<file path="src/core/sbce_pkg.sv">
package sbce_pkg;
   // Command encodings {cs_n, ras_n, cas_n, we_n}
   localparam logic [3:0] CMD_READ = 4'h5;
   localparam logic [3:0] CMD_WRITE = 4'h4;
   localparam logic [3:0] CMD_STOP = 4'h6;
   localparam logic [3:0] CMD_PRE = 4'h2;
   localparam logic [3:0] CMD_REF = 4'h1;
   localparam logic [3:0] CMD_ACT = 4'h3;
   // Burst length codes
   localparam logic [2:0] BL_1 = 3'h0;
   localparam logic [2:0] BL_2 = 3'h1;
   localparam logic [2:0] BL_4 = 3'h2;
   localparam logic [2:0] BL_8 = 3'h3;
   localparam logic [2:0] BL_PAGE = 3'h7;
   localparam int unsigned CLK_PERIOD_NS = 100;
   localparam int unsigned WR_RECOVERY_CYC = 2;
   localparam int unsigned MASK_LAT_CYC = 2;
   localparam int unsigned PRECHARGE_TIME_NS = 20;
   localparam int unsigned PRECHARGE_CYC =
      (PRECHARGE_TIME_NS + CLK_PERIOD_NS - 1) / CLK_PERIOD_NS;
   localparam int unsigned SR_EXIT_TIME_NS = 72;
   localparam int unsigned SR_EXIT_CYC =
      (SR_EXIT_TIME_NS + CLK_PERIOD_NS - 1) / CLK_PERIOD_NS;
   localparam logic [9:0] COL_RESET = 10'h000;
endpackage : sbce_pkg

</file>
<file path="src/core/sbce_col_seq.sv">
`timescale 1ns/1ps
`default_nettype none
// Column generator: sequential wrap or interleaved xor within burst
module sbce_col_seq #(
   parameter int COL_W = 10
) (
   input wire logic [COL_W-1:0] start_col,
   input wire logic [COL_W-1:0] beat,
   input wire logic [2:0] bl_code,
   input wire logic interleave,
   output logic [COL_W-1:0] col
);
   initial begin
      if (COL_W < 4) $error("sbce_col_seq: COL_W too small");
   end
   wire [COL_W-1:0] low_mask;
   wire [COL_W-1:0] seq_sum;
   wire [COL_W-1:0] seq_col;
   wire [COL_W-1:0] ilv_col;
   assign low_mask = (bl_code == sbce_pkg::BL_2) ? COL_W'(1) :
                     (bl_code == sbce_pkg::BL_4) ? COL_W'(3) :
                     (bl_code == sbce_pkg::BL_8) ? COL_W'(7) :
                     (bl_code == sbce_pkg::BL_PAGE) ? {COL_W{1'b1}} : COL_W'(0);
   assign seq_sum = start_col + beat;
   // No carry out of the wrapped field
   assign seq_col = (start_col & ~low_mask) | (seq_sum & low_mask);
   assign ilv_col = start_col ^ (beat & low_mask);
   assign col = (interleave && bl_code != sbce_pkg::BL_PAGE) ? ilv_col : seq_col;
endmodule : sbce_col_seq
`default_nettype wire

</file>
<file path="src/core/sbce_top.sv">
`timescale 1ns/1ps
`default_nettype none
// What this block does
// - Read decoded from cs ras cas we
// - Burst type and length from mode
// - Write decoded, address gives start column
// - Write data same cycle, extra ignored
// - Read restarts read burst, old data drains
// - Write restarts write burst full length
// - Read ends write, residue discarded
// - Burst stop ends full page burst
// - Sequential wraps low bits, no carry
// - Interleaved inverts low start bits
// - Addr bit ten selects auto-precharge
// - Write precharge two clocks after last
// - Precharge one bank or all
// - Self refresh entry, inputs ignored
// - Self refresh exit on clock enable
// - Power down gates receivers, no refresh
// - Mask: read two later, write immediate
module sbce_top #(
   parameter int COL_W = 10,
   parameter int DATA_W = 16
) (
   input wire logic core_clk,
   input wire logic rst_n,
   input wire logic cs_n,
   input wire logic ras_n,
   input wire logic cas_n,
   input wire logic we_n,
   input wire logic clock_enable_input,
   input wire logic data_mask_input,
   input wire logic addr_bit_ten,
   input wire logic [1:0] bank_select_bits,
   input wire logic [COL_W-1:0] col_addr,
   input wire logic [DATA_W-1:0] dq_in,
   input wire logic [2:0] mode_burst_len,
   input wire logic mode_interleave,
   input wire logic [1:0] mode_cas_latency,
   input wire logic [3:0] bank_active_in,
   output logic [DATA_W-1:0] dq_out,
   output logic dq_oe_n,
   output logic [1:0] read_bank,
   output logic [COL_W-1:0] read_col,
   output logic read_strobe,
   input wire logic [DATA_W-1:0] read_data,
   output logic write_strobe,
   output logic [1:0] write_bank,
   output logic [COL_W-1:0] write_col,
   output logic [DATA_W-1:0] write_data,
   output logic [3:0] precharge_banks,
   output logic self_refresh,
   output logic power_down,
   output logic burst_busy
);
   initial begin
      if (COL_W < 4 || DATA_W < 1) $error("sbce_top: bad width");
   end
   typedef enum logic [1:0] {SBCE_IDLE, SBCE_RD, SBCE_WR} sbce_burst_e;
   typedef enum logic [1:0] {SBCE_RUN, SBCE_SREF, SBCE_PDN} sbce_pwr_e;

   // Reset release and pin synchronisers
   logic rst_s1, rst_sync_n;
   always_ff @(posedge core_clk or negedge rst_n) begin
      if (!rst_n) begin
         rst_s1 <= 1'b0;
         rst_sync_n <= 1'b0;
      end else begin
         rst_s1 <= 1'b1;
         rst_sync_n <= rst_s1;
      end
   end
   localparam int PW = 9 + COL_W + DATA_W;
   logic [PW-1:0] pin_s1, pin_s2;
   always_ff @(posedge core_clk or negedge rst_sync_n) begin
      if (!rst_sync_n) begin
         // Idle pins with clock enable high, so release does not fake a power down
         pin_s1 <= {{(PW-9){1'b0}}, 9'h1ff};
         pin_s2 <= {{(PW-9){1'b0}}, 9'h1ff};
      end else begin
         pin_s1 <= {dq_in, col_addr, bank_select_bits, addr_bit_ten, data_mask_input,
                    clock_enable_input, cs_n, ras_n, cas_n, we_n};
         pin_s2 <= pin_s1;
      end
   end
   wire [3:0] cmd = pin_s2[3:0];
   wire cke = pin_s2[4];
   wire dqm = pin_s2[5];
   wire a10 = pin_s2[6];
   wire [1:0] bsel = pin_s2[8:7];
   wire [COL_W-1:0] cadr = pin_s2[8+COL_W:9];
   wire [DATA_W-1:0] din = pin_s2[PW-1:9+COL_W];

   logic cke_reg;
   sbce_burst_e burst_reg, burst_next;
   sbce_pwr_e pwr_reg;
   logic [COL_W-1:0] start_reg, beat_reg, beat_next;
   logic [1:0] bank_reg;
   logic ap_reg;
   logic [1:0] wr_rec_reg;
   logic [3:0] pre_reg;
   logic [2:0] xsr_reg;
   logic [3:0] rd_pipe_reg;
   logic [2:0] dqm_pipe_reg;
   logic [DATA_W-1:0] dq_reg;
   logic [DATA_W-1:0] dq_d2_reg;
   logic [DATA_W-1:0] dq_d3_reg;

   // Commands only count while powered up and clocked
   wire awake = (pwr_reg == SBCE_RUN) && cke_reg && (xsr_reg == 3'h0);
   wire is_rd = awake && cmd == sbce_pkg::CMD_READ;
   wire is_wr = awake && cmd == sbce_pkg::CMD_WRITE;
   wire is_stop = awake && cmd == sbce_pkg::CMD_STOP && mode_burst_len == sbce_pkg::BL_PAGE;
   wire is_pre = awake && cmd == sbce_pkg::CMD_PRE;
   wire is_sref = awake && !cke && cmd == sbce_pkg::CMD_REF && bank_active_in == 4'h0;
   wire is_pdn = awake && !cke && !is_sref && burst_reg == SBCE_IDLE;
   wire new_burst = is_rd || is_wr;
   wire [COL_W-1:0] last_beat =
      (mode_burst_len == sbce_pkg::BL_2) ? COL_W'(1) :
      (mode_burst_len == sbce_pkg::BL_4) ? COL_W'(3) :
      (mode_burst_len == sbce_pkg::BL_8) ? COL_W'(7) :
      (mode_burst_len == sbce_pkg::BL_PAGE) ? {COL_W{1'b1}} : COL_W'(0);
   wire at_end = beat_reg == last_beat && mode_burst_len != sbce_pkg::BL_PAGE;
   wire [COL_W-1:0] cur_start = new_burst ? cadr : start_reg;
   wire [COL_W-1:0] cur_beat = new_burst ? COL_W'(0) : beat_reg;
   wire [COL_W-1:0] cur_col;
   sbce_col_seq #(.COL_W(COL_W)) u_col (
      .start_col(cur_start),
      .beat(cur_beat),
      .bl_code(mode_burst_len),
      .interleave(mode_interleave),
      .col(cur_col)
   );
   // New command overrides remaining addresses of either kind
   always_comb begin
      burst_next = burst_reg;
      beat_next = beat_reg + COL_W'(1);
      if (is_rd) begin
         burst_next = SBCE_RD;
         beat_next = COL_W'(1);
      end else if (is_wr) begin
         burst_next = SBCE_WR;
         beat_next = COL_W'(1);
      end else if (is_stop || (burst_reg != SBCE_IDLE && at_end)) begin
         burst_next = SBCE_IDLE;
      end
      if ((is_rd || is_wr) && mode_burst_len == sbce_pkg::BL_1) burst_next = SBCE_IDLE;
   end
   wire rd_beat = is_rd || (burst_reg == SBCE_RD && awake && !is_wr && !is_stop);
   wire wr_beat = is_wr || (burst_reg == SBCE_WR && awake && !is_rd && !is_stop);
   wire cur_ap = new_burst ? a10 : ap_reg;
   wire wr_last = wr_beat && (mode_burst_len == sbce_pkg::BL_1 ||
                  (!is_wr && at_end));
   wire rd_last = rd_beat && (mode_burst_len == sbce_pkg::BL_1 || (!is_rd && at_end));
   wire [COL_W-1:0] cl_lead = COL_W'(mode_cas_latency) - COL_W'(1);
   // Read auto-precharge starts cas latency minus one before the end
   wire rd_ap_go = cur_ap && rd_beat && (mode_burst_len == sbce_pkg::BL_1 ||
                   cur_beat == last_beat - cl_lead || rd_last);
   wire [3:0] bank_onehot = 4'h1 << bsel;
   wire [3:0] pre_cmd_banks = a10 ? 4'hf : bank_onehot;
   wire [3:0] ap_banks = 4'h1 << bank_reg;

   always_ff @(posedge core_clk or negedge rst_sync_n) begin
      if (!rst_sync_n) begin
         cke_reg <= 1'b1;
         burst_reg <= SBCE_IDLE;
         start_reg <= sbce_pkg::COL_RESET;
         beat_reg <= sbce_pkg::COL_RESET;
         bank_reg <= 2'h0;
         ap_reg <= 1'b0;
      end else begin
         cke_reg <= cke;
         burst_reg <= (is_sref || is_pdn) ? SBCE_IDLE : burst_next;
         beat_reg <= awake ? beat_next : beat_reg;
         if (new_burst) begin
            start_reg <= cadr;
            bank_reg <= bsel;
            ap_reg <= a10;
         end
      end
   end

   // Power state and self refresh exit wait
   always_ff @(posedge core_clk or negedge rst_sync_n) begin
      if (!rst_sync_n) begin
         pwr_reg <= SBCE_RUN;
         xsr_reg <= 3'h0;
      end else begin
         case (pwr_reg)
            SBCE_RUN: begin
               if (is_sref) pwr_reg <= SBCE_SREF;
               else if (is_pdn) pwr_reg <= SBCE_PDN;
               if (xsr_reg != 3'h0) xsr_reg <= xsr_reg - 3'h1;
            end
            SBCE_SREF: begin
               if (cke) begin
                  pwr_reg <= SBCE_RUN;
                  xsr_reg <= 3'(sbce_pkg::SR_EXIT_CYC);
               end
            end
            SBCE_PDN: if (cke) pwr_reg <= SBCE_RUN;
            default: pwr_reg <= SBCE_RUN;
         endcase
      end
   end

   // Write auto-precharge after recovery; precharge strobes
   always_ff @(posedge core_clk or negedge rst_sync_n) begin
      if (!rst_sync_n) begin
         wr_rec_reg <= 2'h0;
         pre_reg <= 4'h0;
      end else begin
         pre_reg <= 4'h0;
         if (wr_last && cur_ap) wr_rec_reg <= 2'(sbce_pkg::WR_RECOVERY_CYC);
         else if (wr_rec_reg != 2'h0) wr_rec_reg <= wr_rec_reg - 2'h1;
         // Pulse lands two cycles after the last write beat
         if (wr_rec_reg == 2'(sbce_pkg::WR_RECOVERY_CYC)) pre_reg <= ap_banks;
         if (rd_ap_go) pre_reg <= ap_banks | (new_burst ? bank_onehot : 4'h0);
         if (is_pre) pre_reg <= pre_cmd_banks;
      end
   end

   // Read data pipeline: cas latency, mask two later
   always_ff @(posedge core_clk or negedge rst_sync_n) begin
      if (!rst_sync_n) begin
         rd_pipe_reg <= 4'h0;
         dqm_pipe_reg <= 3'h0;
         dq_reg <= '0;
         dq_d2_reg <= '0;
         dq_d3_reg <= '0;
      end else begin
         rd_pipe_reg <= {rd_pipe_reg[2:0], rd_beat};
         dqm_pipe_reg <= {dqm_pipe_reg[1:0], dqm};
         dq_reg <= read_data;
         dq_d2_reg <= dq_reg;
         dq_d3_reg <= dq_d2_reg;
      end
   end
   wire [1:0] cl_idx = (mode_cas_latency == 2'h0) ? 2'h0 : mode_cas_latency - 2'h1;
   wire rd_valid = rd_pipe_reg[cl_idx];
   wire rd_masked = dqm_pipe_reg[sbce_pkg::MASK_LAT_CYC - 1];
   // Data delayed by the same cas latency as its valid flag
   assign dq_out = (cl_idx == 2'h0) ? dq_reg : (cl_idx == 2'h1) ? dq_d2_reg : dq_d3_reg;
   assign dq_oe_n = !(rd_valid && !rd_masked);

   assign read_strobe = rd_beat;
   assign read_bank = new_burst ? bsel : bank_reg;
   assign read_col = cur_col;
   assign write_strobe = wr_beat && !dqm;
   assign write_bank = new_burst ? bsel : bank_reg;
   assign write_col = cur_col;
   assign write_data = din;
   assign precharge_banks = pre_reg;
   assign self_refresh = pwr_reg == SBCE_SREF;
   assign power_down = pwr_reg == SBCE_PDN;
   assign burst_busy = burst_reg != SBCE_IDLE;

   stop_ends_a: assert property (@(posedge core_clk) disable iff (!rst_sync_n)
      is_stop && !new_burst |=> !burst_busy) else $error("burst stop ignored");
   rd_start_a: assert property (@(posedge core_clk) disable iff (!rst_sync_n)
      is_rd |-> read_strobe && read_col == cadr) else $error("read start column");
   wr_start_a: assert property (@(posedge core_clk) disable iff (!rst_sync_n)
      is_wr && !dqm |-> write_strobe && write_col == cadr) else $error("write start");
   rd_kills_wr_a: assert property (@(posedge core_clk) disable iff (!rst_sync_n)
      is_rd |-> !write_strobe) else $error("write after read");
   wr_mask_a: assert property (@(posedge core_clk) disable iff (!rst_sync_n)
      wr_beat && dqm |-> !write_strobe) else $error("masked write");
   rd_mask_a: assert property (@(posedge core_clk) disable iff (!rst_sync_n)
      dqm ##1 1'b1 |=> dq_oe_n) else $error("read mask latency");
   wr_ap_a: assert property (@(posedge core_clk) disable iff (!rst_sync_n)
      wr_last && cur_ap && !is_pre && !rd_ap_go |-> ##2 precharge_banks[bank_reg])
      else $error("write recovery");
   pre_all_a: assert property (@(posedge core_clk) disable iff (!rst_sync_n)
      is_pre && a10 |=> precharge_banks == 4'hf) else $error("precharge all");
   sref_hold_a: assert property (@(posedge core_clk) disable iff (!rst_sync_n)
      self_refresh && !cke |=> self_refresh && !read_strobe) else $error("sref exit");
   sref_exit_a: assert property (@(posedge core_clk) disable iff (!rst_sync_n)
      self_refresh && cke |=> !self_refresh ##0 !awake) else $error("exit wait");
   seq_wrap_a: assert property (@(posedge core_clk) disable iff (!rst_sync_n)
      rd_beat && !mode_interleave && mode_burst_len == sbce_pkg::BL_4
      |-> read_col[COL_W-1:2] == cur_start[COL_W-1:2]) else $error("seq carry");
   ilv_a: assert property (@(posedge core_clk) disable iff (!rst_sync_n)
      rd_beat && mode_interleave && mode_burst_len == sbce_pkg::BL_8
      |-> read_col == (cur_start ^ (cur_beat & COL_W'(7)))) else $error("interleave");
   cv_rd_rd: cover property (@(posedge core_clk) disable iff (!rst_sync_n)
      is_rd ##1 is_rd);
   cv_wr_rd: cover property (@(posedge core_clk) disable iff (!rst_sync_n)
      is_wr ##1 is_rd);
   cv_sref: cover property (@(posedge core_clk) disable iff (!rst_sync_n)
      is_sref ##[1:20] (self_refresh && cke));
   cv_ap: cover property (@(posedge core_clk) disable iff (!rst_sync_n)
      wr_last && cur_ap);
endmodule : sbce_top
`default_nettype wire

</file>
<file path="config.mk">
export PLATFORM = sky130hd
export DESIGN_NAME = sbce_top
export DESIGN_NICKNAME = d
export VERILOG_FILES = /design/src/core/sbce_pkg.sv /design/src/core/sbce_col_seq.sv /design/src/core/sbce_top.sv
export SDC_FILE = /design/constraint.sdc
export NUM_CORES = 1
export LEC_CHECK = 0
export ABC_AREA = 0
export BUFFER_PORTS_ARGS = -buffer_cell sky130_fd_sc_hd__clkbuf_2
export CORE_MARGIN = 5
export CORE_UTILIZATION = 25
export DETAILED_ROUTE_END_ITERATION = 12
export GPL_TIMING_DRIVEN = 1
export PLACE_DENSITY = 0.52
export SYNTH_ARGS = -nofsm -noshare
export SYNTH_HDL_FRONTEND = slang
export SYNTH_SLANG_ARGS = --single-unit
</file>
<file path="constraint.sdc">
create_clock -name core_clk -period 11.4 [get_ports core_clk]
set_clock_uncertainty 0.05 [all_clocks]
set_input_delay 0.57 -clock core_clk [delete_from_list [all_inputs] [get_ports core_clk]]
set_output_delay 0.57 -clock core_clk [all_outputs]
set_load 0.02 [all_outputs]
</file>
Word-level counts from Yosys, hierarchy flattened
Index checks and enable logic that the tools add are counted.
Widths: inputs -> output; s select.
{"block": "word_totals", "regBits": 163, "inputBits": 63, "output_inout_bits": 66, "elab_cells": 157}
{"block": "classes", "n_addsub": 7, "order_cmp": 1, "eq_ne": 22, "shifts": 2, "n_mux": 35, "bitwise": 7, "n_reduce_logical": 64}
{"cell": "$mux 10", "n": 9}
{"cell": "$mux 16", "n": 2}
{"cell": "$logic_and 1x1->1", "n": 31}
{"cell": "$and 10x10->10", "n": 3}
{"cell": "$mux 2", "n": 12}
{"cell": "$eq 10x10->1", "n": 2}
{"cell": "$mux 4", "n": 5}
{"cell": "$eq 4x3->1 const B", "n": 3}
{"cell": "$add 10x1->10 const B", "n": 1}
{"cell": "$add 10x10->10", "n": 1}
{"cell": "$not 10->10", "n": 1}
{"cell": "$or 10x10->10", "n": 1}
{"cell": "$sub 10x10->10", "n": 1}
{"cell": "$xor 10x10->10", "n": 1}
{"cell": "$logic_or 1x1->1", "n": 9}
{"cell": "$logic_not 1->1", "n": 8}
{"cell": "$logic_not 2->1", "n": 4}
{"cell": "$reduce_bool 2->1", "n": 4}
{"cell": "$shl 1x2->4 const A", "n": 2}
{"cell": "$eq 2x1->1 const B", "n": 3}
{"cell": "$eq 2x2->1 const B", "n": 3}
{"cell": "$eq 3x2->1 const B", "n": 2}
{"cell": "$logic_not 3->1", "n": 2}
{"cell": "$mux 3", "n": 2}
{"cell": "21 further kinds", "n": 26}

Depth between registers and ports, before layout
Gate-level depths: netlist (run 1).
{"block": "logic_depth", "word_depth": 14, "depth_mapped": 20, "depth_no_buf": 16}

By module
Synthesis (run 1) repeated with hierarchy kept, for this count alone.
{"block": "hier_totals", "hier_cells": 632, "area_unflattened_um2": 7203.2}
{"module": "sbce_top", "n_inst": 1, "cells_each": 545, "area_per_inst_um2": 6586.3, "seq_area_each_um2": 4102.7}
{"module": "sbce_col_seq", "n_inst": 1, "cells_each": 87, "area_per_inst_um2": 616.8, "seq_area_each_um2": 0.0}

Worst setup path before layout (run 1)
OpenSTA, ideal clock, no wires.
{"block": "synth_path", "kind": "reg-to-output", "start": "register pwr_reg[0]", "end": "output port write_col[9]", "t_arrival_ps": 3779, "t_required_ps": 10780, "slack_ps": 7001, "path_stages_with_launch": 19, "path_buffers": 4, "path_cell_list": "dfrtp_1 > inv_1 > ha_1 > and4b_1 > buf_4 > nand2_2 > buf_4 > buf_2 > mux2i_1 > inv_1 > ha_1 > a211oi_1 > nor2_1 > o41a_1 > a211oi_1 > xnor2_1 > nor2_1 > xor2_1 > buf_4"}
{"block": "synth_via", "elab_chain_cells": 10, "elab_cells_between_ends": 15, "classes_between": "add/sub (1); mux (3); bitwise (5); reduce/logical (6)"}
{"element": "start, declared", "line": "sbce_top.sv:96", "source": "sbce_pwr_e pwr_reg;"}
{"element": "start signal, assigned", "line": "sbce_top.sv:186", "source": "pwr_reg <= SBCE_RUN;"}
{"element": "start signal, assigned", "line": "sbce_top.sv:191", "source": "if (is_sref) pwr_reg <= SBCE_SREF;"}
{"element": "start signal, assigned", "line": "sbce_top.sv:192", "source": "else if (is_pdn) pwr_reg <= SBCE_PDN;"}
{"element": "$logic_not 2->1 *", "line": "sbce_top.sv:110", "source": "wire awake = (pwr_reg == SBCE_RUN) && cke_reg && (xsr_reg == 3'h0);"}
{"element": "$logic_and 1x1->1 * (2 in a row)", "line": "sbce_top.sv:110"}
{"element": "$logic_and 1x1->1, on equally long branches", "line": "sbce_top.sv:111, sbce_top.sv:112"}
{"element": "$logic_or 1x1->1 *", "line": "sbce_top.sv:117", "source": "wire new_burst = is_rd || is_wr;"}
{"element": "$mux 10 *"}
{"element": "via cur_start[1]", "line": "sbce_top.sv:124", "source": "wire [COL_W-1:0] cur_start = new_burst ? cadr : start_reg;"}
{"element": "$add 10x10->10 *", "line": "sbce_col_seq.sv:24", "source": "assign seq_sum = start_col + beat;"}
{"element": "$and 10x10->10 *", "line": "sbce_col_seq.sv:26", "source": "assign seq_col = (start_col & ~low_mask) | (seq_sum & low_mask);"}
{"element": "$or 10x10->10 *", "line": "sbce_col_seq.sv:26"}
{"element": "$mux 10 *", "line": "sbce_col_seq.sv:28", "source": "assign col = (interleave && bl_code != sbce_pkg::BL_PAGE) ? ilv_col : seq_col;"}
{"element": "end, declared", "line": "sbce_top.sv:49", "source": "output logic [COL_W-1:0] write_col,"}
The timed path passes the listed nets; every way through them passes the cells marked *.

Worst setup path in the final report (run 1)
{"block": "layout_path", "start": "register pwr_reg[0]", "end": "output port read_col[9]"}
{"block": "layout_via", "elab_chain_cells": 10, "elab_cells_between_ends": 15, "classes_between": "add/sub (1); mux (3); bitwise (5); reduce/logical (6)"}
{"element": "$logic_not 2->1 *", "line": "sbce_top.sv:110"}
{"element": "$logic_and 1x1->1 * (2 in a row)", "line": "sbce_top.sv:110"}
{"element": "$logic_and 1x1->1, on equally long branches", "line": "sbce_top.sv:111, sbce_top.sv:112"}
{"element": "$logic_or 1x1->1 *", "line": "sbce_top.sv:117"}
{"element": "$mux 10 *"}
{"element": "via cur_start[1]", "line": "sbce_top.sv:124"}
{"element": "$add 10x10->10 *", "line": "sbce_col_seq.sv:24"}
{"element": "$and 10x10->10 *", "line": "sbce_col_seq.sv:26"}
{"element": "$or 10x10->10 *", "line": "sbce_col_seq.sv:26"}
{"element": "$mux 10 *", "line": "sbce_col_seq.sv:28"}
{"element": "end, declared", "line": "sbce_top.sv:44", "source": "output logic [COL_W-1:0] read_col,"}
Marks and branches as above.

==> results of run 1 <==
-- layer usage --
layer  vias to the layer above  wire [um]  GRT usage [%]
met5                         -          7              0
met4                         2        216           3.22
met3                        15       1040           3.59
met2                       119       7050           15.8
met1                      2317       7130           13.4
li1                       2275          -              -
-- report_power, final --
part           internal, W  switching [W]  total (W)
logic             0.000180       0.000289   0.000469
registers         0.000647      0.0000567   0.000704
clock network     0.000311       0.000267   0.000579
-- layout make-up --
type | instances | area (um^2)
fillers | 2858 | 19300
flip-flops and latches | 163 | 4110
multi-input cells | 376 | 2460
repair buffers | 131 | 666
well taps | 378 | 473
clock buffers | 17 | 425
clock inverters | 15 | 170
inverters | 28 | 105
-- final timing paths --
kind                                startpoint                 end  slack [ns]  cells past startpoint
min in group asynchronous           rst_sync_n          pin_s2[22]        0.22                      0
hold reg to reg                     rst_sync_n          pin_s2[22]        0.22                      0
max in group asynchronous           rst_sync_n       wr_rec_reg[0]        9.81                      1
setup / recovery                    pwr_reg[0]         read_col[9]        5.92                     15
setup reg to reg                    pwr_reg[0]  precharge_banks[0]        8.17                      9
hold / removal             bank_select_bits[1]           pin_s1[8]        0.16                      1
-- synth_stat cells, types with 5 or more instances --
cell type	n
o21ai_0	31
nor2b_1	5
nand2b_1	10
nor3_1	10
xor2_1	7
nor2_1	48
or3_1	7
and2_1	9
nand3b_1	5
nand3_1	7
mux2i_1	19
nand2_1	58
inv_1	28
clkbuf_1	18
a21oi_1	46
xnor2_1	10
fa_1	6
ha_1	24
dfrtp_1	144
buf_4	30
dfstp_2	19
nand4_1	7
-- kinds of logic (layout without fill, tap and decap cells) --
kind of cell | Yosys count | count (layout) | share of synthesized area, %
AO/OA/AOI/OAI | 120 | 120 | 10.4
XOR/XNOR | 17 | 17 | 2.13
adder cells (fa/ha/maj) | 33 | 33 | 6.45
buffers and inverters | 79 | 191 | 6.00
flip-flops | 163 | 163 | 58.7
multiplexers | 21 | 21 | 3.21
other | 1 | 1 | 0.0537
AND/OR/NAND/NOR | 184 | 184 | 13.0
-- through the flow --
stage | hold WS [ns] | utilization [%] | power (W) | cells
after floorplan | 0.224 | - | 0.00108 | 618
after global placement | 0.243 | 28.2 | 0.00118 | 1075
after detailed placement | 0.244 | 28.2 | 0.00119 | 1075
after CTS | 0.137 | 30.3 | 0.00178 | 1108
after global routing | 0.143 | 30.3 | 0.00187 | 1108
final | 0.162 | 30.3 | 0.00175 | 1108
-- worst max-delay path, delay by kind of cell (launching register included) --
family,cells,cell delay [ns]
adders and majority gates,2,0.58
AOI/OAI and AO/OA,3,0.90
DFF,1,0.39
buffers and inverters,3,0.42
xor gates and xnor gates,2,0.35
muxes,1,0.45
and+or+nand+nor,4,1.31
==> metrics.yaml, run 1 <==
grt_pass1_wl_um: 25300
ctsHoldBuffers: 1
cp.arrival_ns: 4.86
layout_common_cells: "143 x dfrtp_1, 128 x clkbuf_2, 58 x nand2_1, 48 x nor2_1, 46 x a21oi_1"
detail_route.drc_violations: 0
hp-class: "in2reg"
htree_levels: 4
setup_viol: 0
drt-total-wl_um: 15400
rsz0062_at_grt: "no"
die-width_um: 177
dieArea_mm2: 0.0314
timing.final.crit_share_pct: 48.1
pwr_density_cell_mw_per_mm2: 208
cts_tree: "done"
dr.pass1.iters: 4
fin_area_mm2: 0.00841
placed_area_mm2: 0.00780
top_regs: "pin_s1 x35, pin_s2 x35"
post_cts_buffers: 0
syn_nets: 711
final_nets: 810
drt_iter0_markers: 226
area_growth_pct: 20.4
row_count: 61
grt_max_degree: 72
vias: 4728
fin_ws_ns: 5.92
grt_pass1_vias: 4837
required_ns: 10.78
crit_slowest_cell: "and4b_1"
clk_pin_slew_ns: 0.07
slew_headroom_pct: 36.3
avgViaCountPerCell: 4.27
dpl_worst_slack_ns: 6.29
crit_fanout: 30
tns_ns: 0
synth_edf_count: 0
die_y_um: 177
cts.sinks: 163
syn_area_mm2: 0.00698
fmax_ghz: 0.183
tightestPinTransition_ns: 0.955
synth_top_area_share_pct: 51.6
postCtsResizedCells: 0
routedWlPerCell_um: 13.9
max_cap_viol_count: 0
status: "complete, no violations"
report.final.slew_viol_count: 0
fin_crit_ns: 5.48
seq_area_frac_synth_pct: 58.7
portBuffers: 128
pin_count: 129
cts_buffers: 17
root_buffer: "clkbuf_16"
critical_path_class: "reg2out"
synth_area_leader_cell: "dfrtp_1"
coreArea_mm2: 0.0277
overflow: 0
synth_cell_types: 64
p_leak_nw: 3.93
yosys_warnings: 0
worstSkewPairLatency_ns: 0.43
synth-async-reset-ratio_pct: 100
ant_nets: 0
ys.flop_type: "dfrtp_1"
antenna_found_initial: 1
worstSetupStartpointType: "register"
synth_seq_cells: 163
ir_drop_mv: 0.115
avgSynthCellArea_um2: 11.3
hold_viol_final: 0
clk_path_buf_depth: 2
initial_core_util_pct: 25.2
gp_congestion: 0.788
crit_path_max_incr_delay_ns: 0.57
track_usage_pct: 10.2
diodes: 0
crit_chain: "inv_1 -> ha_1 -> and4b_1 -> nand2_2 -> mux2i_1 -> inv_1 -> ha_1 -> a211oi_1 -> nor2_1 -> o41a_1 -> a211oi_1 -> xnor2_1 -> nor2_1 -> xor2_1 -> clkbuf_2"
syn_inst: 618
final_common_cell: "dfrtp_1"
dp_hpwl_um: 11100
ys_top_cells_by_area: "dfrtp_1 52%, dfstp_2 7.1%, ha_1 4.3%"
drive_gt1_share_pct: 26.4
end_kind: "output pin"
Power figures use the tool's default switching activity.
==> run 2, diff against run 1 <==
--- a/config.mk
+++ b/config.mk
@@ -11,7 +11,7 @@
 export CORE_UTILIZATION = 25
 export DETAILED_ROUTE_END_ITERATION = 12
 export GPL_TIMING_DRIVEN = 1
-export PLACE_DENSITY = 0.52
+export PLACE_DENSITY = 0.54
 export SYNTH_ARGS = -nofsm -noshare
 export SYNTH_HDL_FRONTEND = slang
 export SYNTH_SLANG_ARGS = --single-unit
==> constraint.sdc (replaced) <==
create_clock -name core_clk -period 4.45 [get_ports core_clk]
set_clock_uncertainty 0.05 [all_clocks]
set_input_delay 0.2225 -clock core_clk [delete_from_list [all_inputs] [get_ports core_clk]]
set_output_delay 0.2225 -clock core_clk [all_outputs]
set_load 0.02 [all_outputs]
==> run 2 against run 1 <==
Critical path depth down 2. Sequential cell count unchanged. Power rose to 2.6 times the previous value. Final cell count up 5.5%. Largest power group unchanged. Largest cell class unchanged. Global-route usage up 0.26 points. Register-to-register slack worse by 6.4 ns. Critical endpoint is now write_col[9]. Design area up 8.2%. Highest routed layer is now met4. Utilization up 2.5 points.
==> metrics.yaml, run 2 (synthesized netlist as in run 1, its figures left out) <==
fin_crit_ns: 4.07
timing.final.crit_share_pct: 91.5
avgViaCountPerCell: 4.19  # -1.9%
required_ns: 4.18  # -6.60 ns
cts_buffers: 17  # unchanged
tns_ns: 0  # unchanged
layout_common_cells: "143 x dfrtp_1, 126 x clkbuf_2, 58 x nand2_1, 52 x dlygate4sd3_1, 48 x nor2_1"
grt_pass1_wl_um: 26000  # +2.6%
drive_gt1_share_pct: 26.2  # -0.27 points
detail_route.drc_violations: 0  # unchanged
root_buffer: "clkbuf_16"
overflow: 0  # unchanged
p_leak_nw: 4.21  # +7.1%
fin_ws_ns: 0.377  # -5.54 ns
dpl_worst_slack_ns: 0.479  # -5.81 ns
fmax_ghz: 0.246
worstSkewPairLatency_ns: 0.43  # about the same
hp-class: "in2async"
critical_path_class: "reg2out"
drt_iter0_markers: 220  # -2.7%
rrSetupSlack_ns: 1.82  # -6.35 ns
dp_hpwl_um: 10900  # -1.1%
final_common_cell: "dfrtp_1"
drt-total-wl_um: 15600  # +0.98%
timing.rr.start: "pwr_reg[1]"
pin_count: 129  # unchanged
crit_fanout: 5  # -83%
dieArea_mm2: 0.0314  # unchanged
end_kind: "output pin"
clk_pin_slew_ns: 0.08  # about the same
dr.pass1.iters: 4  # unchanged
top_regs: "pin_s1 x35, pin_s2 x35"
seq_area_mm2: 0.00411  # unchanged
die-width_um: 177  # unchanged
slew_headroom_pct: 33.4  # -2.9 points
n_fill_cell: 2793  # -2.3%
utilization_pct: 32.8  # +2.5 points
track_usage_pct: 10.5  # +0.26 points
routedWlPerCell_um: 13.3  # -4.3%
grt_pass1_vias: 5058  # +4.6%
ir_drop_mv: 0.198  # +72%
status: "complete, no violations"
report.final.slew_viol_count: 0  # unchanged
htree_levels: 4  # unchanged
pwr_density_cell_mw_per_mm2: 506  # +140%
portBuffers: 128  # unchanged
diodes: 0  # unchanged
final_nets: 871  # +7.5%
worstSetupStartpointType: "register"
tightestPinTransition_ns: 0.999  # +0.0434 ns
cp.arrival_ns: 3.80  # -1.06 ns
antenna_found_initial: 0  # -1
grt_max_degree: 105  # +46%
coreArea_mm2: 0.0277  # unchanged
ant_nets: 0  # unchanged
row_count: 61  # unchanged
clk_path_buf_depth: 2  # unchanged
area_growth_pct: 30.2
max_cap_viol_count: 0  # unchanged
startpoint: "pin_s2[2]"
cts.sinks: 163  # unchanged
total_power_w: 0.00460  # +160%
hold_viol_final: 0  # unchanged
cts_tree: "done"
die_y_um: 177  # unchanged
multi_input_area_mm2: 0.00249  # +0.97%
initial_core_util_pct: 25.2  # unchanged
setup_viol: 0  # unchanged
gp_congestion: 0.810  # +2.7%
vias: 4893  # +3.5%
run 2: cell count changes in the layout (fill, tap and decap cells not counted), sizes merged:
cell / before / now
inv: 33 / 35
buf: 2 / 14
clkinvlp: 1 / 0
clkbuf: 145 / 143
bufinv: 1 / 0
dlygate4sd3: 1 / 52
run 2: worst max-delay path, cell delays in order (launching register included):
cell      delay (ns)
dfstp_2         0.56
nor3b_2         0.35
nand2_2         0.23
mux2i_2         0.28
inv_1           0.11
ha_1            0.35
o21ai_0         0.17
nor2_1          0.09
o41a_1          0.35
a211oi_2        0.25
xnor2_1         0.09
nor2_1          0.12
xor2_1          0.22
buf_2           0.20
run 2: final timing paths:
path,endpoint,cells after the start
min in group core_clk,pwr_reg[0],5
min reg2reg,pin_s2[16],0
min,rst_sync_n,2
max in group asynchronous,pin_s2[9],1
max,write_col[9],13
max reg2reg,precharge_banks[0],10
run 2: per-layer routing:
metal	routed length, um	vias to the layer above	track usage, %
li1	-	2401	-
met1	7320	2359	13.9
met2	7060	121	16.0
met3	1020	12	3.97
met4	194	0	2.93
met5	0	-	0
run 2: repair_timing:
item	CTS	global route
hold endpoints to repair	53	0
buffers inserted	0	5
hold buffers	52	0
resized for setup	0	9
endpoints found under the setup margin	0	8
run 2: power breakdown:
group | switching, W | internal [W]
Clock | 0.000755 | 0.000785
Combinational | 0.000753 | 0.000513
Sequential | 0.000139 | 0.00166
run 2: per-stage QoR:
stage	area, um^2	hold slack, ns	cells
floorplan	6990	-0.123	618
global placement	7850	-0.0395	1080
detailed placement	7850	-0.0380	1080
CTS	9010	0.0164	1164
global route	9100	0.0259	1169
finish	9100	0.0582	1169
run 2: cell type report:
cell class | count | share of cell area, %
Tap cell | 378 | 5.20
Clock buffer | 17 | 4.68
Clock inverter | 15 | 2.38
Timing Repair Buffer | 192 | 14.1
Multi-Input combinational cell | 376 | 27.3
Sequential cell | 163 | 45.1
Inverter | 28 | 1.16
==> run 3, diff against run 2 <==
--- a/config.mk
+++ b/config.mk
@@ -7,6 +7,7 @@
 export LEC_CHECK = 0
 export ABC_AREA = 0
 export BUFFER_PORTS_ARGS = -buffer_cell sky130_fd_sc_hd__clkbuf_2
+export CORE_ASPECT_RATIO = 2
 export CORE_MARGIN = 5
 export CORE_UTILIZATION = 25
 export DETAILED_ROUTE_END_ITERATION = 12
==> run 3 against run 2 <==
Design area fell by 1.4%. Critical path depth rose by 2. Die area rose by 0.64%. Combinational power barely moved. Sequential power barely moved. First-iteration DRC count fell by 30%. Critical endpoint is now read_col[9]. Fmax fell by 0.14%. Utilization fell by 0.26 points. Power fell by 2.9%. Via count rose by 1.3%. Sequential share of layout area rose by 0.62 points. Worst hold slack improved by 0.0038 ns.
==> metrics.yaml, run 3 (synthesized netlist as in run 1, its figures left out) <==
crit_chain: "inv_1 -> ha_1 -> and4b_2 -> nand2_8 -> mux2i_4 -> inv_1 -> ha_1 -> a211oi_1 -> nor2_1 -> o41a_1 -> a211oi_2 -> xnor2_1 -> nor2_1 -> xor2_1 -> clkbuf_2"
p_leak_nw: 4.15  # -1.4%
tns_ns: 0  # unchanged
report.final.slew_viol_count: 0  # unchanged
area_growth_pct: 28.5
overflow: 0  # unchanged
reg2reg_depth: 10  # unchanged
layout_common_cells: "143 x dfrtp_1, 128 x clkbuf_2, 58 x nand2_1, 52 x dlygate4sd3_1, 48 x nor2_1"
dieArea_mm2: 0.0316  # +0.64%
die-width_um: 128  # -28%
end_kind: "output pin"
die_y_um: 246  # +39%
drt_iter0_markers: 153  # -30%
grt_max_degree: 71  # -32%
rsz0062_at_grt: "no"
dp_hpwl_um: 12500  # +15%
setup_viol: 0  # unchanged
pin_count: 129  # unchanged
detail_route.drc_violations: 0  # unchanged
avgViaCountPerCell: 4.35  # +3.9%
cts_buffers: 17  # unchanged
antenna_found_initial: 0  # unchanged
root_buffer: "clkbuf_16"
status: "complete, no violations"
clk_pin_slew_ns: 0.06  # -0.02 ns
holdWs_ns: 0.0620  # +0.00380 ns
portBuffers: 128  # unchanged
path_depth: 15  # +2
gp_congestion: 0.785  # -3.1%
track_usage_pct: 11.3  # +0.89 points
crit_fanout: 11  # +6
crit_path_max_incr_delay_ns: 0.38  # -0.18 ns
hold_viol_final: 0  # unchanged
drive_gt1_share_pct: 26.0  # -0.15 points
top_regs: "pin_s1 x35, pin_s2 x35"
ant_nets: 0  # unchanged
worstSetupStartpointType: "register"
vias: 4959  # +1.3%
row_count: 86  # +41%
worstSkewPairLatency_ns: 0.43  # about the same
timing.final.crit_share_pct: 91.7  # +0.13 points
hp-class: "in2async"
initial_core_util_pct: 25.4  # +0.15 points
total_power_w: 0.00447  # -2.9%
required_ns: 4.18  # about the same
dr.pass1.iters: 4  # unchanged
cp.arrival_ns: 3.81  # about the same
grt_pass1_vias: 5231  # +3.4%
routedWlPerCell_um: 15.0  # +12%
cp_top_family: "compound AO/OA/AOI/OAI gates"
htree_levels: 4  # unchanged
coreArea_mm2: 0.0275  # -0.57%
crit_slowest_cell: "dfrtp_1"
final_nets: 868  # -0.34%
cts.sinks: 163  # unchanged
ir_drop_mv: 0.304  # +54%
cts_tree: "done"
drt-total-wl_um: 17100  # +9.6%
fmax_ghz: 0.245  # -0.14%
clk_path_buf_depth: 2  # unchanged
fin_crit_ns: 4.08  # +0.00556 ns
tightestPinTransition_ns: 1.05  # +0.0484 ns
grt_pass1_wl_um: 27300  # +5.3%
cp_num_buf_inv: 3  # +1
slew_headroom_pct: 30.2  # -3.2 points
final_common_cell: "dfrtp_1"
diodes: 0  # unchanged
max_cap_viol_count: 0  # unchanged
critical_path_class: "reg2out"
pwr_density_cell_mw_per_mm2: 498  # -1.6%
[run 3: worst paths after layout]
check,start,end,slack (ns)
min in group core_clk,bank_active_in[2],pwr_reg[0],0.25
min reg2reg,pin_s1[28],pin_s2[28],0.30
max,pwr_reg[0],read_col[9],0.37
max in group asynchronous,rst_sync_n,cke_reg,2.92
max reg2reg,pwr_reg[1],precharge_banks[0],1.76
min,rst_n,rst_sync_n,0.06
[run 3: final cells by class]
| class | count | area, um^2 |
|---|---|---|
| multi-input combinational | 376 | 2520 |
| timing repair buffer | 189 | 1240 |
| fill | 2860 | 18600 |
| sequential | 163 | 4110 |
| clock inverter | 14 | 121 |
| inverter | 28 | 105 |
| tap | 352 | 440 |
| clock buffer | 18 | 439 |
[run 3: stage by stage]
| stage | util (%) | setup WS, ns | instances | instance area [um^2] |
|---|---|---|---|---|
| after floorplan | - | 0.398 | 618 | 6990 |
| after global placement | 28.4 | 0.528 | 1054 | 7820 |
| after detailed placement | 28.4 | 0.506 | 1054 | 7820 |
| after CTS | 32.3 | 0.0384 | 1138 | 8900 |
| after global routing | 32.6 | 0.00396 | 1140 | 8970 |
| final | 32.6 | 0.372 | 1140 | 8970 |
[run 3: metal layers]
layer	routed length, um	vias up	GRT usage, %
li1	-	2399	-
met1	6090	2413	11.1
met2	9740	114	21.3
met3	483	33	2.15
met4	782	0	7.00
met5	0	-	0
[run 3: timing repair]
action / 4_1_cts / 5_1_grt
setup buffers: 0 / 2
gates resized for setup: 0 / 10
hold endpoints to repair: 53 / 0
hold buffers: 52 / 0
endpoints found under the setup margin: 0 / 8
[run 3: where the power goes]
| group | internal (W) | total [W] | switching [W] | leakage [nW] |
|---|---|---|---|---|
| sequential | 0.00166 | 0.00182 | 0.000158 | 1.94 |
| clock | 0.000742 | 0.00137 | 0.000631 | 0.263 |
| combinational | 0.000511 | 0.00128 | 0.000767 | 1.95 |
